### config.mk
export PLATFORM = sky130hd
export DESIGN_NAME = gfr_router
export DESIGN_NICKNAME = d
export VERILOG_FILES = /design/src/rtl/gfr_router.v
export VERILOG_INCLUDE_DIRS = /design/src /design/src/rtl
export SDC_FILE = /design/constraint.sdc
export NUM_CORES = 1
export LEC_CHECK = 0
export BUFFER_PORTS_ARGS = -buffer_cell sky130_fd_sc_hd__buf_2
export CORE_MARGIN = 2
export CORE_UTILIZATION = 54
export CTS_BUF_LIST = sky130_fd_sc_hd__clkbuf_2
export CTS_CLUSTER_SIZE = 12
export DETAILED_ROUTE_END_ITERATION = 12
export HOLD_SLACK_MARGIN = 0.02
export PLACE_DENSITY = 0.94
export SETUP_SLACK_MARGIN = 0.15
export SLEW_MARGIN = 5
export SYNTH_ARGS = -nofsm -noshare
export SYNTH_HDL_FRONTEND = slang
export SYNTH_SLANG_ARGS = --single-unit
### constraint.sdc
create_clock -name i_clock -period 3.5 [get_ports i_clock]
set_clock_uncertainty 0.2 [all_clocks]
set_input_delay 0.7 -clock i_clock [delete_from_list [all_inputs] [get_ports i_clock]]
set_output_delay 0.7 -clock i_clock [all_outputs]
set_load 0.01 [all_outputs]
### src/rtl/gfr_defines.vh
`ifndef GFR_DEFINES_VH
`define GFR_DEFINES_VH

// Register indices; byte address is four times the index
`define GFR_IDX_PIN_DIR       8'h60
`define GFR_IDX_PIN0_FUNC     8'h61
`define GFR_IDX_PIN1_FUNC     8'h62
`define GFR_IDX_PIN2_FUNC     8'h63
`define GFR_IDX_IN_ROUTE      8'h64
`define GFR_IDX_OUT_LEVEL     8'h65
`define GFR_IDX_OUT_INVERT    8'h66
`define GFR_IDX_SILICON_ID    8'h67
`define GFR_IDX_STATE_REPORT  8'h68
`define GFR_IDX_IRQ_STATUS    8'h70
`define GFR_IDX_IRQ_CLEAR     8'h71
`define GFR_IDX_IRQ_ENABLE    8'h72

// Reset values
`define GFR_RST_BYTE          8'h00
`define GFR_RST_FUNC          12'h000
`define GFR_RST_PINS          3'h0
`define GFR_RST_IRQ           4'h0

// Field positions of the input routing register
`define GFR_RT_MUTE_LSB       0
`define GFR_RT_RESET_LSB      2
`define GFR_RT_SYNC_LSB       4
`define GFR_RT_DATA_LSB       6

// Output function codes
`define GFR_FN_OFF            4'h0
`define GFR_FN_TWO_LEVEL      4'h1
`define GFR_FN_LEVEL_BIT      4'h2
`define GFR_FN_MUTE_BOTH      4'h3
`define GFR_FN_MUTE_LEFT      4'h4
`define GFR_FN_MUTE_RIGHT     4'h5
`define GFR_FN_CLOCK_BAD      4'h6
`define GFR_FN_WARNING        4'h8
`define GFR_FN_MULTI_LEVEL    4'h9
`define GFR_FN_FAULT          4'hB
`define GFR_FN_SPI_CLOCK      4'hC
`define GFR_FN_SPI_DATA       4'hD

// Input routing codes
`define GFR_RT_NONE           2'h0

// Interrupt event bit positions
`define GFR_EV_FAULT          0
`define GFR_EV_WARNING        1
`define GFR_EV_CLOCK_BAD      2
`define GFR_EV_MUTE_IN        3

// Bus responses
`define GFR_RESP_OKAY         2'h0
`define GFR_RESP_SLVERR       2'h2

`endif

### src/rtl/gfr_router.v
// Function
// - Function code 0000 drives the pin constantly low.
// - Code 0001 outputs two-level supply waveform; code 1001 the multi-level one.
// - Code 0010 drives the pin from its own output level bit, bits 2-0.
// - Code 0011 both-channels automute; 0100 left automute; 0101 right automute.
// - Code 0110 outputs clock-invalid: clock error or missing clock.
// - Code 1000 routes active-low warning; code 1011 routes active-low fault.
// - Code 1100 outputs serial clock; code 1101 outputs serial PICO data.
// - Two-bit input fields: 00 none, 01/10/11 take pin zero/one/two.
// - Pin routed as reset input survives the reset it raises.
// - Asserted active-low mute input on routed pin requests high-impedance state.
// - Invert bits 2-0 flip each pin's final output level; reset none.
// - State report: 00 deep sleep, 01 sleep, 10 high impedance, 11 play.
// - Per-pin enable bit: cleared is input, set drives the selected function.
`timescale 1ns/1ps
`include "gfr_defines.vh"

module gfr_router #(
    parameter [7:0] SILICON_ID = 8'h5A  // Arbitrary value, not tied to any part
) (
    // Clock and reset
    input  wire        i_clock,
    input  wire        i_rst,
    // AXI4-Lite write address and data
    input  wire        s_axi_awvalid,
    output wire        s_axi_awready,
    input  wire [31:0] s_axi_awaddr,
    input  wire [2:0]  s_axi_awprot,
    input  wire        s_axi_wvalid,
    output wire        s_axi_wready,
    input  wire [31:0] s_axi_wdata,
    input  wire [3:0]  s_axi_wstrb,
    // AXI4-Lite write response
    output wire        s_axi_bvalid,
    input  wire        s_axi_bready,
    output wire [1:0]  s_axi_bresp,
    // AXI4-Lite read
    input  wire        s_axi_arvalid,
    output wire        s_axi_arready,
    input  wire [31:0] s_axi_araddr,
    input  wire [2:0]  s_axi_arprot,
    output wire        s_axi_rvalid,
    input  wire        s_axi_rready,
    output wire [31:0] s_axi_rdata,
    output wire [1:0]  s_axi_rresp,
    // Internal status and waveforms
    input  wire        i_two_level_wave,
    input  wire        i_multi_level_wave,
    input  wire        i_automute_left,
    input  wire        i_automute_right,
    input  wire        i_clock_error,
    input  wire        i_clock_missing,
    input  wire        i_warning_out_n,
    input  wire        i_fault_out_n,
    input  wire        i_spi_clock,
    input  wire        i_spi_pico,
    input  wire [1:0]  i_state_code,
    // General pins
    input  wire [2:0]  i_general_pin,
    output wire [2:0]  o_general_pin,
    output wire [2:0]  o_general_pin_oe,
    // Inputs taken from pins
    output wire        o_mute_n,
    output wire        o_hiz_request,
    output wire        o_reset_n,
    output wire        o_phase_sync,
    output wire        o_serial_data_in,
    // Interrupt
    output wire        o_irq
);

    reg         awready_q;
    reg         wready_q;
    reg         bvalid_q;
    reg  [1:0]  bresp_q;
    reg         arready_q;
    reg         rvalid_q;
    reg  [31:0] rdata_q;
    reg  [1:0]  rresp_q;
    reg         aw_full_q;
    reg         w_full_q;
    reg  [7:0]  waddr_q;
    reg  [7:0]  wdata_q;
    reg         wlane_q;

    reg  [2:0]  dir_q;
    reg  [11:0] func_q;
    reg  [7:0]  route_q;
    reg  [2:0]  level_q;
    reg  [2:0]  invert_q;
    reg  [3:0]  irq_status_q;
    reg  [3:0]  irq_enable_q;
    reg         irq_q;

    reg  [2:0]  pin_q;
    reg  [2:0]  pin_oe_q;
    reg         mute_n_q;
    reg         hiz_q;
    reg         reset_n_q;
    reg         sync_q;
    reg         data_in_q;
    reg         fault_prev_q;
    reg         warn_prev_q;
    reg         clk_bad_prev_q;
    reg         mute_prev_q;

    wire        clock_bad = i_clock_error | i_clock_missing;
    wire        do_write  = aw_full_q & w_full_q & ~bvalid_q;
    wire        wr_hit    = do_write & wlane_q;
    wire        soft_rst  = ~reset_n_q;
    wire [3:0]  events;
    wire [2:0]  pin_level;
    wire [1:0]  rst_pick  = route_q[`GFR_RT_RESET_LSB +: 2];
    reg         rd_ok;
    reg  [7:0]  rd_byte;
    reg         wr_ok;

    // Pick the level of the pin a routing field names; none reads as idle
    function pick_pin;
        input [1:0] code;
        input [2:0] pins;
        input       idle;
        begin
            case (code)
                2'h1:    pick_pin = pins[0];
                2'h2:    pick_pin = pins[1];
                2'h3:    pick_pin = pins[2];
                default: pick_pin = idle;
            endcase
        end
    endfunction

    // Pins 0..2 map to reset routing codes 1..3
    function [2:0] reset_keep;
        input [1:0] code;
        begin
            case (code)
                2'h1:    reset_keep = 3'h1;
                2'h2:    reset_keep = 3'h2;
                2'h3:    reset_keep = 3'h4;
                default: reset_keep = 3'h0;
            endcase
        end
    endfunction

    wire [2:0]  keep = reset_keep(rst_pick);

    // Output function mux, one copy per pin
    genvar g;
    generate
        for (g = 0; g < 3; g = g + 1) begin : g_pin
            reg lvl;
            always @* begin
                case (func_q[4*g +: 4])
                    `GFR_FN_OFF:         lvl = 1'b0;
                    `GFR_FN_TWO_LEVEL:   lvl = i_two_level_wave;
                    `GFR_FN_MULTI_LEVEL: lvl = i_multi_level_wave;
                    `GFR_FN_LEVEL_BIT:   lvl = level_q[g];
                    `GFR_FN_MUTE_BOTH:   lvl = i_automute_left & i_automute_right;
                    `GFR_FN_MUTE_LEFT:   lvl = i_automute_left;
                    `GFR_FN_MUTE_RIGHT:  lvl = i_automute_right;
                    `GFR_FN_CLOCK_BAD:   lvl = clock_bad;
                    `GFR_FN_WARNING:     lvl = i_warning_out_n;
                    `GFR_FN_FAULT:       lvl = i_fault_out_n;
                    `GFR_FN_SPI_CLOCK:   lvl = i_spi_clock;
                    `GFR_FN_SPI_DATA:    lvl = i_spi_pico;
                    // Reserved codes drive low so a stray write cannot toggle a pin
                    default:             lvl = 1'b0;
                endcase
            end
            assign pin_level[g] = lvl ^ invert_q[g];

            always @(posedge i_clock) begin
                if (i_rst) begin
                    pin_q[g]    <= 1'b0;
                    pin_oe_q[g] <= 1'b0;
                end else begin
                    pin_q[g]    <= pin_level[g] & dir_q[g];
                    pin_oe_q[g] <= dir_q[g];
                end
            end
        end
    endgenerate

    // Input routing; inputs are sampled whatever the pin direction
    always @(posedge i_clock) begin
        if (i_rst) begin
            mute_n_q  <= 1'b1;
            hiz_q     <= 1'b0;
            reset_n_q <= 1'b1;
            sync_q    <= 1'b0;
            data_in_q <= 1'b0;
        end else begin
            mute_n_q  <= pick_pin(route_q[`GFR_RT_MUTE_LSB +: 2], i_general_pin, 1'b1);
            hiz_q     <= ~pick_pin(route_q[`GFR_RT_MUTE_LSB +: 2], i_general_pin, 1'b1);
            reset_n_q <= pick_pin(rst_pick, i_general_pin, 1'b1);
            sync_q    <= pick_pin(route_q[`GFR_RT_SYNC_LSB +: 2], i_general_pin, 1'b0);
            data_in_q <= pick_pin(route_q[`GFR_RT_DATA_LSB +: 2], i_general_pin, 1'b0);
        end
    end

    // Interrupt events: fault or warning asserted, clock goes bad, mute input asserted
    assign events[`GFR_EV_FAULT]     = fault_prev_q & ~i_fault_out_n;
    assign events[`GFR_EV_WARNING]   = warn_prev_q & ~i_warning_out_n;
    assign events[`GFR_EV_CLOCK_BAD] = ~clk_bad_prev_q & clock_bad;
    assign events[`GFR_EV_MUTE_IN]   = mute_prev_q & ~mute_n_q;

    always @(posedge i_clock) begin
        if (i_rst) begin
            fault_prev_q   <= 1'b1;
            warn_prev_q    <= 1'b1;
            clk_bad_prev_q <= 1'b0;
            mute_prev_q    <= 1'b1;
            irq_q          <= 1'b0;
        end else begin
            fault_prev_q   <= i_fault_out_n;
            warn_prev_q    <= i_warning_out_n;
            clk_bad_prev_q <= clock_bad;
            mute_prev_q    <= mute_n_q;
            irq_q          <= |(irq_status_q & irq_enable_q);
        end
    end

    // Write channel and register file
    always @* begin
        case (waddr_q)
            `GFR_IDX_PIN_DIR, `GFR_IDX_PIN0_FUNC, `GFR_IDX_PIN1_FUNC, `GFR_IDX_PIN2_FUNC,
            `GFR_IDX_IN_ROUTE, `GFR_IDX_OUT_LEVEL, `GFR_IDX_OUT_INVERT,
            `GFR_IDX_IRQ_CLEAR, `GFR_IDX_IRQ_ENABLE: wr_ok = 1'b1;
            default:                                   wr_ok = 1'b0;
        endcase
    end

    always @(posedge i_clock) begin
        if (i_rst) begin
            awready_q    <= 1'b1;
            wready_q     <= 1'b1;
            aw_full_q    <= 1'b0;
            w_full_q     <= 1'b0;
            bvalid_q     <= 1'b0;
            bresp_q      <= `GFR_RESP_OKAY;
            waddr_q      <= `GFR_RST_BYTE;
            wdata_q      <= `GFR_RST_BYTE;
            wlane_q      <= 1'b0;
            dir_q        <= `GFR_RST_PINS;
            func_q       <= `GFR_RST_FUNC;
            route_q      <= `GFR_RST_BYTE;
            level_q      <= `GFR_RST_PINS;
            invert_q     <= `GFR_RST_PINS;
            irq_status_q <= `GFR_RST_IRQ;
            irq_enable_q <= `GFR_RST_IRQ;
        end else begin
            if (s_axi_awvalid && awready_q) begin
                // Upper address bits above the index are ignored
                waddr_q   <= s_axi_awaddr[9:2];
                aw_full_q <= 1'b1;
                awready_q <= 1'b0;
            end
            if (s_axi_wvalid && wready_q) begin
                wdata_q  <= s_axi_wdata[7:0];
                wlane_q  <= s_axi_wstrb[0];
                w_full_q <= 1'b1;
                wready_q <= 1'b0;
            end
            if (do_write) begin
                bvalid_q <= 1'b1;
                bresp_q  <= wr_ok ? `GFR_RESP_OKAY : `GFR_RESP_SLVERR;
            end
            if (bvalid_q && s_axi_bready) begin
                bvalid_q  <= 1'b0;
                aw_full_q <= 1'b0;
                w_full_q  <= 1'b0;
                awready_q <= 1'b1;
                wready_q  <= 1'b1;
            end
            if (soft_rst) begin
                // The reset pin keeps its own routing, direction and function
                dir_q    <= dir_q & keep;
                func_q   <= func_q & {{4{keep[2]}}, {4{keep[1]}}, {4{keep[0]}}};
                level_q  <= `GFR_RST_PINS;
                invert_q <= `GFR_RST_PINS;
            end else if (wr_hit) begin
                case (waddr_q)
                    `GFR_IDX_PIN_DIR:    dir_q          <= wdata_q[2:0];
                    `GFR_IDX_PIN0_FUNC:  func_q[3:0]    <= wdata_q[3:0];
                    `GFR_IDX_PIN1_FUNC:  func_q[7:4]    <= wdata_q[3:0];
                    `GFR_IDX_PIN2_FUNC:  func_q[11:8]   <= wdata_q[3:0];
                    `GFR_IDX_IN_ROUTE:   route_q        <= wdata_q;
                    `GFR_IDX_OUT_LEVEL:  level_q        <= wdata_q[2:0];
                    `GFR_IDX_OUT_INVERT: invert_q       <= wdata_q[2:0];
                    `GFR_IDX_IRQ_ENABLE: irq_enable_q   <= wdata_q[3:0];
                    default:             irq_enable_q   <= irq_enable_q;
                endcase
            end
            // A new event in the clearing cycle wins over the clear
            if (wr_hit && waddr_q == `GFR_IDX_IRQ_CLEAR) begin
                irq_status_q <= (irq_status_q & ~wdata_q[3:0]) | events;
            end else begin
                irq_status_q <= irq_status_q | events;
            end
        end
    end

    // Read channel
    always @* begin
        rd_ok = 1'b1;
        case (s_axi_araddr[9:2])
            `GFR_IDX_PIN_DIR:      rd_byte = {5'h00, dir_q};
            `GFR_IDX_PIN0_FUNC:    rd_byte = {4'h0, func_q[3:0]};
            `GFR_IDX_PIN1_FUNC:    rd_byte = {4'h0, func_q[7:4]};
            `GFR_IDX_PIN2_FUNC:    rd_byte = {4'h0, func_q[11:8]};
            `GFR_IDX_IN_ROUTE:     rd_byte = route_q;
            `GFR_IDX_OUT_LEVEL:    rd_byte = {5'h00, level_q};
            `GFR_IDX_OUT_INVERT:   rd_byte = {5'h00, invert_q};
            `GFR_IDX_SILICON_ID:   rd_byte = SILICON_ID;
            `GFR_IDX_STATE_REPORT: rd_byte = {6'h00, i_state_code};
            `GFR_IDX_IRQ_STATUS:   rd_byte = {4'h0, irq_status_q};
            `GFR_IDX_IRQ_CLEAR:    rd_byte = `GFR_RST_BYTE;
            `GFR_IDX_IRQ_ENABLE:   rd_byte = {4'h0, irq_enable_q};
            default: begin
                rd_byte = `GFR_RST_BYTE;
                rd_ok   = 1'b0;
            end
        endcase
    end

    always @(posedge i_clock) begin
        if (i_rst) begin
            arready_q <= 1'b1;
            rvalid_q  <= 1'b0;
            rdata_q   <= 32'h0000_0000;
            rresp_q   <= `GFR_RESP_OKAY;
        end else if (s_axi_arvalid && arready_q) begin
            arready_q <= 1'b0;
            rvalid_q  <= 1'b1;
            rdata_q   <= {24'h00_0000, rd_byte};
            rresp_q   <= rd_ok ? `GFR_RESP_OKAY : `GFR_RESP_SLVERR;
        end else if (rvalid_q && s_axi_rready) begin
            rvalid_q  <= 1'b0;
            arready_q <= 1'b1;
        end
    end

    assign s_axi_awready    = awready_q;
    assign s_axi_wready     = wready_q;
    assign s_axi_bvalid     = bvalid_q;
    assign s_axi_bresp      = bresp_q;
    assign s_axi_arready    = arready_q;
    assign s_axi_rvalid     = rvalid_q;
    assign s_axi_rdata      = rdata_q;
    assign s_axi_rresp      = rresp_q;
    assign o_general_pin    = pin_q;
    assign o_general_pin_oe = pin_oe_q;
    assign o_mute_n         = mute_n_q;
    assign o_hiz_request    = hiz_q;
    assign o_reset_n        = reset_n_q;
    assign o_phase_sync     = sync_q;
    assign o_serial_data_in = data_in_q;
    assign o_irq            = irq_q;

endmodule // gfr_router

# After elaboration in Yosys (flattened, before gate mapping)
# Cells that the tools add are included.
# op_classes
eq_ne,71
n_mux,27
bitwise_logic,29
reduce_logical,20
# ops
op,count
equality test 8 x 7 -> 1 bit (second input constant),21
one-hot mux 8 bit (11 select lines),1
equality test 4 bit (second input constant),15
equality test 4 x 3 -> 1 bit (second input constant),9
one-hot mux 1 bit (11 select lines),3
equality test 4 x 2 -> 1 bit (second input constant),6
two-way mux 12 bit,2
equality test 2 bit (second input constant),8
two-way mux 4 bit,4
bitwise AND 12 bit,1
equality test 4 x 1 -> 1 bit (second input constant),3
one-hot mux 1 bit (3 select lines),4
AND reduction 2 bit,6
OR reduction 12 bit,1
bitwise AND 1 bit,11
inequality test 2 x 1 -> 1 bit (second input constant),5
two-way mux 3 bit,3
one-hot mux 3 bit (3 select lines),1
OR reduction 9 bit,1
bitwise AND 4 bit,2
equality test 2 x 1 -> 1 bit (second input constant),4
bitwise OR 4 bit,2
two-way mux 1 bit,7
NOT 1 bit,7
other kinds (10),20
# totals
regBits,89
input_bits,128
elab_cells,185

# Logic depth before layout (Yosys ltp)
# depth
word_depth,5
ltp_mapped,7
ltp_nobuf,5

# Worst setup path before layout
# No wires, ideal clock.
# synth_path
path_kind,input-to-reg
from,input port s_axi_araddr[3]
to,register rdata_q[1] (netlist: s_axi_rdata[1])
setup_time_ps,130
arrival_time_ps,1810
path_slack_ps,1360
cell_stages,6
path_buffers,1
path_cell_list,buf_2 mux4_2 nand2b_1 a21oi_1 a2111oi_0 nor3_1
# synth_via
elab_chain_cells,2
# synth_lines
item,line_no,source
start: declaration,gfr_router.v:40,"input wire [31:0] s_axi_araddr,"
equality test 8 x 7 -> 1 bit,gfr_router.v:307,case (s_axi_araddr[9:2])
one-hot mux 8 bit (11 select lines) (*),gfr_router.v:307,
end signal: assignment,gfr_router.v:336,"rdata_q <= {24'h00_0000, rd_byte};"
end: declaration,gfr_router.v:78,reg [31:0] rdata_q;
# Mark *: on every way between the ends. The rest lies on a longest branch, timed or not.
# A chain may end at the register's enable or synchronous reset.

# Final worst setup path
# layout_path
from,register awready_q (netlist: s_axi_awready)
to,output port s_axi_awready
# layout_rtl
item,line_no,source
start: declaration,gfr_router.v:72,reg awready_q;
start signal: assignment,gfr_router.v:236,awready_q <= 1'b1;
start signal: assignment,gfr_router.v:257,awready_q <= 1'b0;
start signal: assignment,gfr_router.v:273,awready_q <= 1'b1;
end: declaration,gfr_router.v:26,"output wire s_axi_awready,"
# No word-level cell between the ends.

==> results.py <==
metrics = {
    "global_routing": {
        "grt_usage_pct": 23.9,
        "grt_max_degree": 56,
        "grt_pass1_wl_um": 17000,
        "grt_antenna_before_repair": 0,
        "first_global_vias": 3585,
        "grt_overflow": 0,
    },
    "drt": {
        "final_antenna_net_count": 0,
        "via_per_inst": 5.80,
        "drc_errors": 0,
        "dr.pass1.iters": 5,
        "wirelength_um": 10500,
        "vias": 4016,
        "drt_iter0_drc": 332,
        "wl_per_cell_um": 15.2,
    },
    "pwr": {
        "p_leak_uw": 0.00185,
        "power.density_nw_per_um2": 359,
        "ir_drop_uv": 248,
    },
    "synthesis": {
        "synth_cells": 533,
        "yosysWarnings": 0,
        "yosysUniqueCellTypes": 62,
        "ys_ff_latch": 87,
        "seq_area_frac_synth_pct": 39.4,
        "syn-cell-area_um2": 4420,
        "synthArstFlopShare_pct": 0,
        "synth_edf_count": 0,
        "synth.avg_cell_area_um2": 8.29,
        "synthFlopType": "dfxtp_1",
    },
    "timing": {
        "finalSetupViolations": 0,
        "worstMarginPinSlew_ps": 793,
        "min_period_over_period_pct": 63.4,
        "relSlewSlack_pct": 46.6,
        "fin_setup_tns_ps": 0,
        "grt_setup_unrepaired": "no",
        "whs_ps": 156,
        "clock.fmax_mhz": 451,
        "period_minus_slack_ps": 2220,
        "finalHoldViolations": 0,
        "slew_violations": 0,
    },
    "clock_tree": {
        "cts_root_buf": "clkbuf_2",
        "clockBufferDepth": 2,
        "cts_buffers": 9,
        "cts_tree": "yes",
        "clock-sinks": 87,
        "worst_skew_pair.late_latency_ps": 510,
        "clkTransAtPathRegs_ps": 240,
        "postCtsSetupRepairBufs": 0,
        "hold_buffers": 0,
        "cts_resized": 0,
        "htreeDepth": 3,
    },
    "final_layout": {
        "mostFrequentLayoutCells": "dfxtp_1 (87), nand2_1 (78), buf_2 (73), a21oi_1 (56), nor2_1 (32)",
        "syn_to_final_growth_pct": 8.47,
        "drive_above_1_share_pct": 19.8,
        "layout.nets": 713,
        "num_antenna_cells": 0,
        "layout_commonest_cell": "dfxtp_1",
    },
    "floorplanning": {
        "ios": 181,
        "core_area_um2": 7810,
        "initial_core_util_pct": 56.6,
        "dieWidth_um": 94.4,
        "rows": 32,
        "dieArea_um2": 8920,
        "die_h_um": 94.4,
    },
    "placed_design": {
        "dpl.hpwl_um": 7730,
        "gp_congestion": 0.939,
        "portBuffers": 73,
    },
    "job": {
        "maxCapViolCount": 0,
    },
    "setup_path": {
        "crit_type": "register to primary output",
        "startpoint_type": "register",
        "path_max_fanout": 12,
        "arrival_ps": 1320,
        "cp_slowest_stage_delay_ps": 600,
        "timing.critical_path.buf_inv": 1,
        "crit_chain": "buf_2",
        "critPathSlowestCell": "dfxtp_1",
        "cp_data_required_time_ps": 2600,
        "critPathTopFamily": "flip-flops",
        "endpoint_kind": "primary output",
    },
    "run_status": {
        "status": "complete, no violations",
    },
    "worst_hold_path": {
        "hold_class": "input port to register",
    },
}
## final cells by class
class | instances | area, um^2
Timing Repair Buffer | 74 | 373
Sequential cell | 87 | 1740
Fill cell | 666 | 3020
Clock buffer | 9 | 45.0
Clock inverter | 7 | 71.3
Tap cell | 102 | 128
Inverter | 17 | 63.8
Multi-Input combinational cell | 396 | 2370
## logic make-up (layout without fill, tap and decap cells)
group / Yosys count / count (layout) / synth area share (%)
flops: 87 / 87 / 39.4
simple gates: 223 / 223 / 27.9
other cells: 1 / 26 / 0.0849
mux: 31 / 31 / 7.56
compound gates: 116 / 116 / 16.0
buf+inv: 75 / 107 / 9.07
## cell usage after synthesis (3+ instances only)
cell type | instances | area (um^2)
a21oi_1 | 56 | 280
a22oi_1 | 4 | 30.0
nor2b_1 | 9 | 56.3
a31oi_1 | 4 | 25.0
mux2i_1 | 21 | 210
nand4_1 | 5 | 31.3
or3_1 | 4 | 25.0
nand3b_1 | 11 | 82.6
nor4_1 | 3 | 18.8
nor3_2 | 3 | 30.0
nor2_1 | 32 | 120
nand2b_1 | 7 | 43.8
buf_4 | 27 | 203
a32o_1 | 4 | 40.0
or2_2 | 5 | 31.3
nand3_1 | 30 | 150
buf_2 | 8 | 40.0
o21ai_0 | 20 | 100
a221o_1 | 4 | 40.0
clkbuf_1 | 20 | 75.1
inv_1 | 17 | 63.8
and4bb_2 | 3 | 37.5
o22ai_1 | 5 | 31.3
nand2_1 | 78 | 293
nor3_1 | 6 | 30.0
nor3b_1 | 6 | 45.0
mux2_2 | 8 | 90.1
dfxtp_1 | 87 | 1740
o311ai_0 | 3 | 26.3
## through the flow
stage / instance area, um^2 / total power (uW) / setup slack, ps / instances / utilization (%)
3_3_place_gp: 4670 / 1220 / 1080 / 676 / 59.9
2_1_floorplan: 4510 / 1190 / 1360 / 558 / -
4_1_cts: 4790 / 1730 / 1250 / 692 / 61.4
3_5_place_dp: 4670 / 1230 / 1060 / 676 / 59.9
5_1_grt: 4790 / 1790 / 1160 / 692 / 61.4
6_report: 4790 / 1720 / 1280 / 692 / 61.4
## layer usage
| layer | routed length (um) | GRT usage, % | part of all wire [%] | vias up |
|---|---|---|---|---|
| met5 | 0 | 0 | 0 | - |
| met4 | 278 | 10.0 | 2.7 | 0 |
| met3 | 788 | 3.83 | 7.5 | 29 |
| met2 | 4830 | 37.1 | 46 | 192 |
| met1 | 4590 | 33.2 | 44 | 1855 |
| li1 | - | - | - | 1940 |
## worst paths after layout
path | start | end | slack, ps | cells after the start
worst max-delay path | s_axi_awready | s_axi_awready | 1280 | 1
worst min-delay path | s_axi_wvalid | s_axi_wready | 160 | 2
worst max register to register | o_reset_n | func_q[3] | 1360 | 5
worst min register to register | s_axi_rdata[4] | s_axi_rdata[4] | 270 | 2
## sequential cells by signal, indices dropped and copies added, names as in the netlist, 3 cells and up
register          flops
waddr_q               8
func_q               12
route_q               8
o_general_pin_oe      3
o_general_pin         3
s_axi_rdata           8
irq_enable_q          4
irq_status_q          4
dir_q                 3
wdata_q               8
level_q               3
invert_q              3
## where the power goes
part           switching (uW)  internal, uW
combinational             106          64.1
clock                     338           166
sequential               28.7          1020
(Power assumes the default switching activity.)
